### src/rtl/dsg_regs.svh
// register offsets, field positions, reset values of the deep-sleep clock gate block
`ifndef DSG_REGS_SVH
`define DSG_REGS_SVH

// register byte offsets
`define DSG_OFF_RUN_GATE 12'h100
`define DSG_OFF_DEEP_GATE 12'h120
`define DSG_OFF_CTRL 12'h140
`define DSG_OFF_STATE 12'h144
`define DSG_OFF_IRQ_STAT 12'h148
`define DSG_OFF_IRQ_MASK 12'h14C

// gate bit positions inside the gate registers
`define DSG_BIT_PWM 20
`define DSG_BIT_ADC0 16
`define DSG_BIT_WDOG 3
// leftover reset marker bit in the deep-sleep word
`define DSG_BIT_RST_MARK 6

// writable bits of a gate register
`define DSG_GATE_WMASK 32'h0011_0008
// documented whole-word reset value of the deep-sleep register
`define DSG_DEEP_RESET 32'h0000_0040
`define DSG_RUN_RESET 32'h0000_0000

// control register fields
`define DSG_CTRL_ACG_BIT 0
`define DSG_CTRL_RESET 32'h0000_0000

// state / interrupt register fields: unit index 0 pwm, 1 adc0, 2 watchdog
`define DSG_NUM_UNITS 3
`define DSG_STATE_DEEP_BIT 8
`define DSG_STATE_SRC_BIT 9

`endif

### src/rtl/dsg_pkg.sv
// types shared by the deep-sleep clock gate block
`default_nettype none
package dsg_pkg;

  // which register currently drives the unit clock enables
  typedef enum logic [1:0] {
    DSG_SRC_RUN = 2'b00,
    DSG_SRC_DEEP = 2'b01
  } dsg_src_t;

  // unit index inside the gated group
  typedef enum logic [1:0] {
    DSG_UNIT_PWM = 2'b00,
    DSG_UNIT_ADC0 = 2'b01,
    DSG_UNIT_WDOG = 2'b10
  } dsg_unit_t;

endpackage
`default_nettype wire

### src/rtl/dsg_unit_gate.sv
// one unit's clock enable and its bus fault on access while gated
`default_nettype none
module dsg_unit_gate (
  // clock and reset
  input wire logic ref_clk_i,
  input wire logic rst_n_i,
  // gate sources
  input wire logic run_bit_i,
  input wire logic deep_bit_i,
  input wire logic use_deep_i,
  // access toward the unit
  input wire logic access_i,
  // results
  output logic clk_en_o,
  output logic fault_o
);

  logic clk_en_q;
  logic fault_q;

  always_ff @(posedge ref_clk_i or negedge rst_n_i) begin
    if (!rst_n_i) begin
      clk_en_q <= 1'b0;
    end else begin
      clk_en_q <= use_deep_i ? deep_bit_i : run_bit_i;
    end
  end

  // fault judged against the enable actually applied this cycle
  // gated access faults
  always_ff @(posedge ref_clk_i or negedge rst_n_i) begin
    if (!rst_n_i) begin
      fault_q <= 1'b0;
    end else begin
      fault_q <= access_i & ~clk_en_q;
    end
  end

  assign clk_en_o = clk_en_q;
  assign fault_o = fault_q;

endmodule
`default_nettype wire

### src/rtl/dsg_clock_gate.sv
// deep-sleep clock gating register with unit enables, bus faults and interrupt
//
// Contract
// - set bit clocks unit, clear stops it
// - access to gated unit returns bus fault
// - gate bits reset to zero
// - word resets 0x40, marker bit resolved
// - register applies during deep-sleep only; here also only while the ctrl auto gating bit is set
// - bit 20 gates the modulator
// - bit 16 gates converter zero
// - bit 3 gates the watchdog
// - reserved bits read zero, writes ignored; deep word bit 6 reads one from reset until the first deep write
`include "dsg_regs.svh"
`default_nettype none
module dsg_clock_gate
  import dsg_pkg::*;
#(
  parameter int ADDR_W = 12
) (
  // clock and reset
  input wire logic ref_clk_i,
  input wire logic rst_n_i,
  // register port
  input wire logic [ADDR_W-1:0] reg_addr_i,
  input wire logic [31:0] reg_wdata_i,
  input wire logic reg_wr_i,
  input wire logic reg_rd_i,
  output logic [31:0] reg_rdata_o,
  // power mode from the power controller, same clock
  input wire logic deep_sleep_i,
  // accesses toward the units: 0 pwm, 1 adc0, 2 watchdog
  input wire logic [`DSG_NUM_UNITS-1:0] unit_access_i,
  // unit clock enables and bus fault answer
  output logic pwm_clk_en_o,
  output logic adc0_clk_en_o,
  output logic watchdog_gate_o,
  output logic bus_fault_o,
  // interrupt
  output logic irq_o
);

  localparam int NU = `DSG_NUM_UNITS;

  // gate bit of a unit inside a gate register word
  function automatic logic gate_bit(input logic [31:0] word, input dsg_unit_t unit);
    logic b;
    b = 1'b0;
    case (unit)
      DSG_UNIT_PWM: b = word[`DSG_BIT_PWM];
      DSG_UNIT_ADC0: b = word[`DSG_BIT_ADC0];
      DSG_UNIT_WDOG: b = word[`DSG_BIT_WDOG];
      default: b = 1'b0;
    endcase
    return b;
  endfunction

  // address decode shared by the write and read paths
  function automatic logic hit(input logic [ADDR_W-1:0] addr, input logic [11:0] off);
    return addr == ADDR_W'(off);
  endfunction

  // register state
  logic [31:0] run_gate_reg0_q;
  logic [31:0] deep_sleep_gate_reg0_q;
  logic rst_mark_q;
  logic auto_clock_gating_enable_q;
  logic [NU-1:0] irq_stat_q;
  logic [NU-1:0] irq_mask_q;
  logic [31:0] rdata_q;
  logic irq_q;
  logic bus_fault_q;
  dsg_src_t src_q;

  // per-unit results
  logic [NU-1:0] clk_en;
  logic [NU-1:0] fault;

  // decoded write strobes
  logic wr_run;
  logic wr_deep;
  logic wr_ctrl;
  logic wr_stat;
  logic wr_mask;

  assign wr_run = reg_wr_i & hit(reg_addr_i, `DSG_OFF_RUN_GATE);
  assign wr_deep = reg_wr_i & hit(reg_addr_i, `DSG_OFF_DEEP_GATE);
  assign wr_ctrl = reg_wr_i & hit(reg_addr_i, `DSG_OFF_CTRL);
  assign wr_stat = reg_wr_i & hit(reg_addr_i, `DSG_OFF_IRQ_STAT);
  assign wr_mask = reg_wr_i & hit(reg_addr_i, `DSG_OFF_IRQ_MASK);

  // run-mode gate register, only the unit bits are storable
  always_ff @(posedge ref_clk_i or negedge rst_n_i) begin
    if (!rst_n_i) begin
      run_gate_reg0_q <= `DSG_RUN_RESET;
    end else if (wr_run) begin
      run_gate_reg0_q <= reg_wdata_i & `DSG_GATE_WMASK;
    end
  end

  // deep-sleep gate register
  // gate bits start cleared
  always_ff @(posedge ref_clk_i or negedge rst_n_i) begin
    if (!rst_n_i) begin
      deep_sleep_gate_reg0_q <= `DSG_DEEP_RESET & `DSG_GATE_WMASK;
    end else if (wr_deep) begin
      deep_sleep_gate_reg0_q <= reg_wdata_i & `DSG_GATE_WMASK;
    end
  end

  // the documented word reset carries a one in a reserved position; it is
  // kept as a read-only marker that drops on the first write, so the reset
  // word reads back as documented while no gate bit starts enabled
  // reset word marker
  always_ff @(posedge ref_clk_i or negedge rst_n_i) begin
    if (!rst_n_i) begin
      rst_mark_q <= 1'(`DSG_DEEP_RESET >> `DSG_BIT_RST_MARK);
    end else if (wr_deep) begin
      rst_mark_q <= 1'b0;
    end
  end

  // control register: automatic gating enable
  always_ff @(posedge ref_clk_i or negedge rst_n_i) begin
    if (!rst_n_i) begin
      auto_clock_gating_enable_q <= 1'(`DSG_CTRL_RESET >> `DSG_CTRL_ACG_BIT);
    end else if (wr_ctrl) begin
      auto_clock_gating_enable_q <= reg_wdata_i[`DSG_CTRL_ACG_BIT];
    end
  end

  // source of the enables; the deep word is only honoured with auto gating on
  // deep-sleep only
  always_ff @(posedge ref_clk_i or negedge rst_n_i) begin
    if (!rst_n_i) begin
      src_q <= DSG_SRC_RUN;
    end else begin
      case ({deep_sleep_i, auto_clock_gating_enable_q})
        2'b11: src_q <= DSG_SRC_DEEP;
        default: src_q <= DSG_SRC_RUN;
      endcase
    end
  end

  // one gate per unit; enable lags the source by one cycle
  for (genvar u = 0; u < NU; u++) begin : g_unit
    dsg_unit_gate u_gate (
      .ref_clk_i(ref_clk_i),
      .rst_n_i(rst_n_i),
      .run_bit_i(gate_bit(run_gate_reg0_q, dsg_unit_t'(u))),
      .deep_bit_i(gate_bit(deep_sleep_gate_reg0_q, dsg_unit_t'(u))),
      .use_deep_i(src_q == DSG_SRC_DEEP),
      .access_i(unit_access_i[u]),
      .clk_en_o(clk_en[u]),
      .fault_o(fault[u])
    );
  end

  // one merged fault answer back to the bus fabric
  // fault to bus
  always_ff @(posedge ref_clk_i or negedge rst_n_i) begin
    if (!rst_n_i) begin
      bus_fault_q <= 1'b0;
    end else begin
      bus_fault_q <= |fault;
    end
  end

  // sticky fault status, write one to clear; a new fault wins over the clear
  always_ff @(posedge ref_clk_i or negedge rst_n_i) begin
    if (!rst_n_i) begin
      irq_stat_q <= '0;
    end else begin
      irq_stat_q <= (irq_stat_q & ~(wr_stat ? reg_wdata_i[NU-1:0] : '0)) | fault;
    end
  end

  // interrupt mask, one bit per unit
  always_ff @(posedge ref_clk_i or negedge rst_n_i) begin
    if (!rst_n_i) begin
      irq_mask_q <= '0;
    end else if (wr_mask) begin
      irq_mask_q <= reg_wdata_i[NU-1:0];
    end
  end

  // level interrupt; registered, so it follows status by one cycle
  always_ff @(posedge ref_clk_i or negedge rst_n_i) begin
    if (!rst_n_i) begin
      irq_q <= 1'b0;
    end else begin
      irq_q <= |(irq_stat_q & irq_mask_q);
    end
  end

  // read data, valid the cycle after the strobe only; unmapped reads zero
  // reserved read zero, except deep word bit 6 marker
  always_ff @(posedge ref_clk_i or negedge rst_n_i) begin
    if (!rst_n_i) begin
      rdata_q <= '0;
    end else if (reg_rd_i) begin
      if (hit(reg_addr_i, `DSG_OFF_RUN_GATE)) begin
        rdata_q <= run_gate_reg0_q;
      end else if (hit(reg_addr_i, `DSG_OFF_DEEP_GATE)) begin
        rdata_q <= deep_sleep_gate_reg0_q | (32'(rst_mark_q) << `DSG_BIT_RST_MARK);
      end else if (hit(reg_addr_i, `DSG_OFF_CTRL)) begin
        rdata_q <= 32'(auto_clock_gating_enable_q) << `DSG_CTRL_ACG_BIT;
      end else if (hit(reg_addr_i, `DSG_OFF_STATE)) begin
        rdata_q <= 32'(clk_en)
                 | (32'(deep_sleep_i) << `DSG_STATE_DEEP_BIT)
                 | (32'(src_q == DSG_SRC_DEEP) << `DSG_STATE_SRC_BIT);
      end else if (hit(reg_addr_i, `DSG_OFF_IRQ_STAT)) begin
        rdata_q <= 32'(irq_stat_q);
      end else if (hit(reg_addr_i, `DSG_OFF_IRQ_MASK)) begin
        rdata_q <= 32'(irq_mask_q);
      end else begin
        rdata_q <= '0;
      end
    end else begin
      rdata_q <= '0;
    end
  end

  // outputs, all from flip-flops
  // unit enables out
  assign pwm_clk_en_o = clk_en[DSG_UNIT_PWM];
  assign adc0_clk_en_o = clk_en[DSG_UNIT_ADC0];
  assign watchdog_gate_o = clk_en[DSG_UNIT_WDOG];
  assign bus_fault_o = bus_fault_q;
  assign irq_o = irq_q;
  assign reg_rdata_o = rdata_q;

endmodule
`default_nettype wire

### config.mk
export PLATFORM = sky130hd
export DESIGN_NAME = dsg_clock_gate
export DESIGN_NICKNAME = d
export VERILOG_FILES = /design/src/rtl/dsg_pkg.sv /design/src/rtl/dsg_unit_gate.sv /design/src/rtl/dsg_clock_gate.sv
export VERILOG_INCLUDE_DIRS = /design/src /design/src/rtl
export SDC_FILE = /design/constraint.sdc
export NUM_CORES = 1
export LEC_CHECK = 0
export ABC_CLOCK_PERIOD_IN_PS = 1300
export BUFFER_PORTS_ARGS = -buffer_cell sky130_fd_sc_hd__buf_2
export CORE_ASPECT_RATIO = 0.8
export CORE_MARGIN = 1.5
export CORE_UTILIZATION = 43
export CTS_BUF_LIST = sky130_fd_sc_hd__clkbuf_2 sky130_fd_sc_hd__clkbuf_4 sky130_fd_sc_hd__clkbuf_8
export CTS_CLUSTER_SIZE = 25
export DETAILED_ROUTE_END_ITERATION = 10
export HOLD_SLACK_MARGIN = 0.12
export PLACE_DENSITY = 0.83
export SETUP_SLACK_MARGIN = 0.15
export SLEW_MARGIN = 15
export SYNTH_ARGS = -nofsm -noshare
export SYNTH_HDL_FRONTEND = slang
export SYNTH_HIERARCHICAL = 1
export SYNTH_SLANG_ARGS = --single-unit
### constraint.sdc
create_clock -name ref_clk_i -period 1.3 [get_ports ref_clk_i]
set_input_delay 0.065 -clock ref_clk_i [delete_from_list [all_inputs] [get_ports ref_clk_i]]
set_output_delay 0.065 -clock ref_clk_i [all_outputs]
set_load 0.02 [all_outputs]
======== After elaboration in Yosys (flattened, before gate mapping) ========
Cells that the tools add are included.
storage, ports and cells
  register bits ........................... 56
  word-level logic and storage cells ...... 56
cells by class
  reduce and logical (&&, ||, !) cells .... 2
  mux-type cells .......................... 12
  bitwise logic cells ..................... 18
  eq/ne operators ......................... 8
operator list
  cell                 number
  $eq 12x9->1 const B  6
  $mux 32              2
  $mux 21              1
  $or 21x7->21         1
  $mux 10              2
  $or 9x10->10         1
  $mux 3               3
  $or 3x9->9           1
  $and 1x1->1          8
  $and 3x3->3          2
  $reduce_or 3->1      2
  $mux 1               4
  $not 1->1            3
  $not 3->3            1
  $or 3x3->3           1
  $eq 2x1->1 const B   1
  $eq 2x2->1 const B   1

======== Longest topological paths before layout ========
  depth in word-level cells ............... 8
  depth in mapped cells ................... 4
  depth with buffers taken out ............ 3

======== Modules after synthesis ========
Netlist, hierarchy kept.
modules (own cells, without submodules)
  module          area each (sq um)  sequential area each (sq um)  cells each  instances
  dsg_clock_gate  1,368.8            651.9                         119         1
  dsg_unit_gate   71.3               50.0                          4           3

======== Worst setup path after synthesis ========
No wires, ideal clock.
  path kind ............................... input to register
  start ................................... input reg_addr_i[5]
  end ..................................... register run_gate_reg0_q[16]
  data required time ...................... 1.175 ns
  path slack .............................. -0.334 ns
  cell stages on the path ................. 4
  data arrival time ....................... 1.510 ns
  cell sequence ........................... buf_2 > or4b_2 > nor4_2 > mux2_2
on the way
  longest elaborated chain between the ends .. 2
RTL lines
  what                  line                  source
  start, declared       dsg_clock_gate.sv:24  input wire logic [ADDR_W-1:0] reg_addr_i,
  $eq 12x9->1           dsg_clock_gate.sv:59  return addr == ADDR_W'(off);
  $and 1x1->1           dsg_clock_gate.sv:85  assign wr_run = reg_wr_i & hit(reg_addr_i, `DSG_OFF_RUN_GATE);
  end signal, assigned  dsg_clock_gate.sv:94  run_gate_reg0_q <= `DSG_RUN_RESET;
  end signal, assigned  dsg_clock_gate.sv:96  run_gate_reg0_q <= reg_wdata_i & `DSG_GATE_WMASK;
  end, declared         dsg_clock_gate.sv:63  logic [31:0] run_gate_reg0_q;
Every way passes these cells.
A chain may end at the register's enable or synchronous reset.

======== Worst setup path after layout ========
  start ................................... input reg_addr_i[10]
  end ..................................... register irq_mask_q[1]
on the way
  longest elaborated chain between the ends .. 2
RTL lines
  what                  line                   source
  $eq 12x9->1           dsg_clock_gate.sv:59
  $and 1x1->1           dsg_clock_gate.sv:89   assign wr_mask = reg_wr_i & hit(reg_addr_i, `DSG_OFF_IRQ_MASK);
  end signal, assigned  dsg_clock_gate.sv:182  irq_mask_q <= reg_wdata_i[NU-1:0];
  end, declared         dsg_clock_gate.sv:68   logic [NU-1:0] irq_mask_q;
Every way passes these cells.

==> results.yml <==
outcome:
  run_status: "complete, but fails checks"
  failed_checks: "setup timing"
global_routing:
  grt_max_degree: 33
  grt_pass1_vias: 1183
  busiest_layer: "met2"
  overflow: 0
  track_usage: 0.191
  use_met1: 0.240
  antenna_found_initial: 0
  grt_first_pass_wirelength_mm: 5.79
  met3_usage: 0.0848
  grtUsageMet2: 0.303
routing:
  drtAntennaViolNets: 0
  drt_wl_total_mm: 3.73
  drcViolationCount: 0
  dr.pass1.iters: 4
  via_per_inst: 4.87
  wl_per_cell_um: 15.2
  drt_iter0_drc: 36
  vias: 1192
timing:
  fin_setup_tns_ns: -0.836
  rsz0062_at_grt: "yes"
  slew_headroom: 0.539
  period_share: 1.11
  setup-violations-final: 12
  holdWs_ns: 0.134
  finClkSkew_ns: 0.00985
  period_needed_ns: 1.45
  tightest_slew_ns: 0.691
  finalWorstSetupSlack_ns: -0.147
  report.final.hold_viol_count: 0
  slew_viol_final: 0
  clock.fmax_mhz: 691
floorplanning:
  ios: 89
  coreArea_um2: 3470
  die-area_um2: 4060
  die_x_um: 70.8
  start_util: 0.456
  die_y_um: 57.3
  rows: 19
critical_path:
  crit_slowest_cell: "or4_4"
  critPathTopFamily: "simple AND/OR/NAND/NOR gates"
  end_kind: "register"
  crit_required_ns: 1.48
  path_cells: "buf_6 > or4b_4 > or4_4 > mux2_4"
  crit_buf_inv: 1
  cp_data_arrival_time_ns: 1.63
  slowest_delay_ns: 0.58
  critPathLaunchType: "input port"
  crit_fanout: 3
  crit_type: "input port to register"
power_and_ir_drop:
  p_leak_uw: 0.00109
  ir_drop_mv: 0.520
  power_density_nw_per_um2: 966
  total_power_uw: 2110
logic_synthesis:
  synthAdderAreaFrac: 0
  ys_seq_area_frac: 0.507
  synth_compound_area_frac: 0.0435
  synth_top_family_by_area: "simple AND/OR/NAND/NOR gates"
  syn_area_um2: 1580
  synthMuxAreaShare: 0.146
  synth_cells: 131
  ys_ff_latch: 32
  synth.avg_cell_area_um2: 12.1
  synth-simple-area-share: 0.177
  yosys_warnings: 6
  synth-xor-area-share: 0
  yosysUniqueCellTypes: 36
clock_network:
  numCtsBuffers: 5
  cts.sinks: 32
  clockRootBuffer: "clkbuf_8"
  clock_path_buffers: 2
  cts.reportedPaths.clkPinSlew_ns: 0.07
  htreeDepth: 2
  clock_latency_ns: 0.29
  cts_tree: "built"
place:
  dpl_cell_area_um2: 1850
  hpwl_mm: 2.45
  globalplace.congestion: 0.760
  port_buffers: 39
layout:
  diodes: 0
  drive_gt1_frac: 0.448
  fin_area_um2: 2180
  final_nets: 254
  syn2layout_area_growth_pct: 38.0
run:
  maxCapViolCount: 0
worst_hold_path:
  min_path_type: "input port to register"
[through the flow]
step	cells	worst slack, ns	utilization
after floorplan	153	-0.324	-
after global placement	221	-0.454	0.532
after detailed placement	221	-0.482	0.532
after CTS	243	-0.159	0.607
after global routing	245	-0.148	0.629
final	245	-0.147	0.629
[synth_stat cells, drive strengths merged]
library cell  count  area (um^2)
mux2i             4         40.0
o21ai             1         5.00
a211oi            1         7.51
mux2             15          191
conb              1         3.75
a22o              1         8.76
nand2             3         11.3
nand2b            3         18.8
buf              25          181
a22oi             2         15.0
a21o              3         22.5
nand3             1         5.00
nor4b             2         17.5
nor4              4         37.5
nor3              1         5.00
nand4             2         12.5
clkbuf            1         3.75
a222oi            1         10.0
nor3b             1         7.51
nor2b             6         37.5
nor2              7         26.3
inv               3         11.3
nand4bb           1         11.3
or4b              2         23.8
dfrtp            31          776
nand4b            1         8.76
or3               1         6.26
or4               5         45.0
and2              1         6.26
dfstp             1         26.3
[routing by layer]
| layer | vias up | part of all wire | wire, um |
|---|---|---|---|
| met5 | - | 0 | 0 |
| met4 | 0 | 0.015 | 55 |
| met3 | 6 | 0.061 | 227 |
| met2 | 42 | 0.49 | 1840 |
| met1 | 583 | 0.43 | 1600 |
| li1 | 561 | - | - |
[tightest hold or removal path, stage by stage]
cell,delay (ns)
buf_2,0.10
nand4_1,0.16
a211oi_2,0.06
[power by group]
part	internal, uW	total [uW]	switching [uW]
Sequential	1000	1010	4.57
Combinational	115	272	156
Clock	473	829	357
[kinds of logic (layout without fill, tap and decap cells)]
| logic type | after synthesis | in the layout |
|---|---|---|
| AND/OR/NAND/NOR | 41 | 41 |
| multiplexers | 19 | 19 |
| flip-flops | 32 | 32 |
| AO/OA/AOI/OAI | 9 | 9 |
| buffers and inverters | 29 | 79 |
| other | 1 | 23 |
[timing repair]
item | in CTS | in global routing
pin swaps | 3 | 7
cloned | 0 | 0
resized for setup | 7 | 11
setup endpoints to repair | 12 | 19
buffers inserted | 2 | 2
hold endpoints to repair | 47 | 0
hold buffers | 12 | 0
[placed cells by master (no fill, tap or decap)]
cell	instances
nand2b_1	3
nor4_1	1
and2_1	1
conb_1	23
inv_1	3
a22oi_1	2
dfstp_2	1
clkbuf_4	2
nor4_2	1
or4_1	1
or4_4	4
nor2_1	7
mux2_4	12
buf_4	14
mux2_2	3
nand4b_1	1
nor3_1	1
or3_1	1
buf_6	8
a21o_1	3
nor4_4	2
dfrtp_1	31
a22o_1	1
buf_2	34
or4b_4	2
nor2b_1	6
o21ai_0	1
nor4b_1	1
nor4b_2	1
dlygate4sd3_1	12
nand4_1	2
nand2_1	3
nand4bb_1	1
a211oi_2	1
clkbuf_8	6
nand3_1	1
a222oi_1	1
nor3b_1	1
mux2i_1	4
[cell type report]
cell class,instances,area [um^2]
sequential,32,802
fill,277,1290
tap,42,52.6
clock buffer,8,97.6
multi-input combinational,92,736
timing repair buffer,68,485
inverter,3,11.3
[sequential cells by signal (all words and copies together), names as in the netlist]
register                    flops
irq_mask_q                      3
src_q                           1
auto_clock_gating_enable_q      1
g_unit.u_gate/fault_o           3
run_gate_reg0_q                 3
irq_o                           1
irq_stat_q                      3
g_unit.u_gate/clk_en_o          3
rst_mark_q                      1
deep_sleep_gate_reg0_q          3
bus_fault_o                     1
reg_rdata_o                     9
[path summary, 6_finish.rpt]
kind                                             end  slack [ns]                                from  cells past startpoint
max reg2reg                 reg_rdata_o[1]$_DFF_PN0_        0.27           irq_mask_q[1]$_DFFE_PN0P_                      3
min                         reg_rdata_o[0]$_DFF_PN0_        0.13                            reg_rd_i                      3
max in group asynchronous      bus_fault_o$_DFF_PN0_        0.50                             rst_n_i                      2
min in group asynchronous  irq_mask_q[0]$_DFFE_PN0P_        0.35                             rst_n_i                      2
min reg2reg                  irq_stat_q[2]$_DFF_PN0_        0.45  g_unit[2].u_gate/fault_o$_DFF_PN0_                      1
max                        irq_mask_q[1]$_DFFE_PN0P_       -0.15                      reg_addr_i[10]                      4
Note: power is estimated with default switching activity, not from simulation.
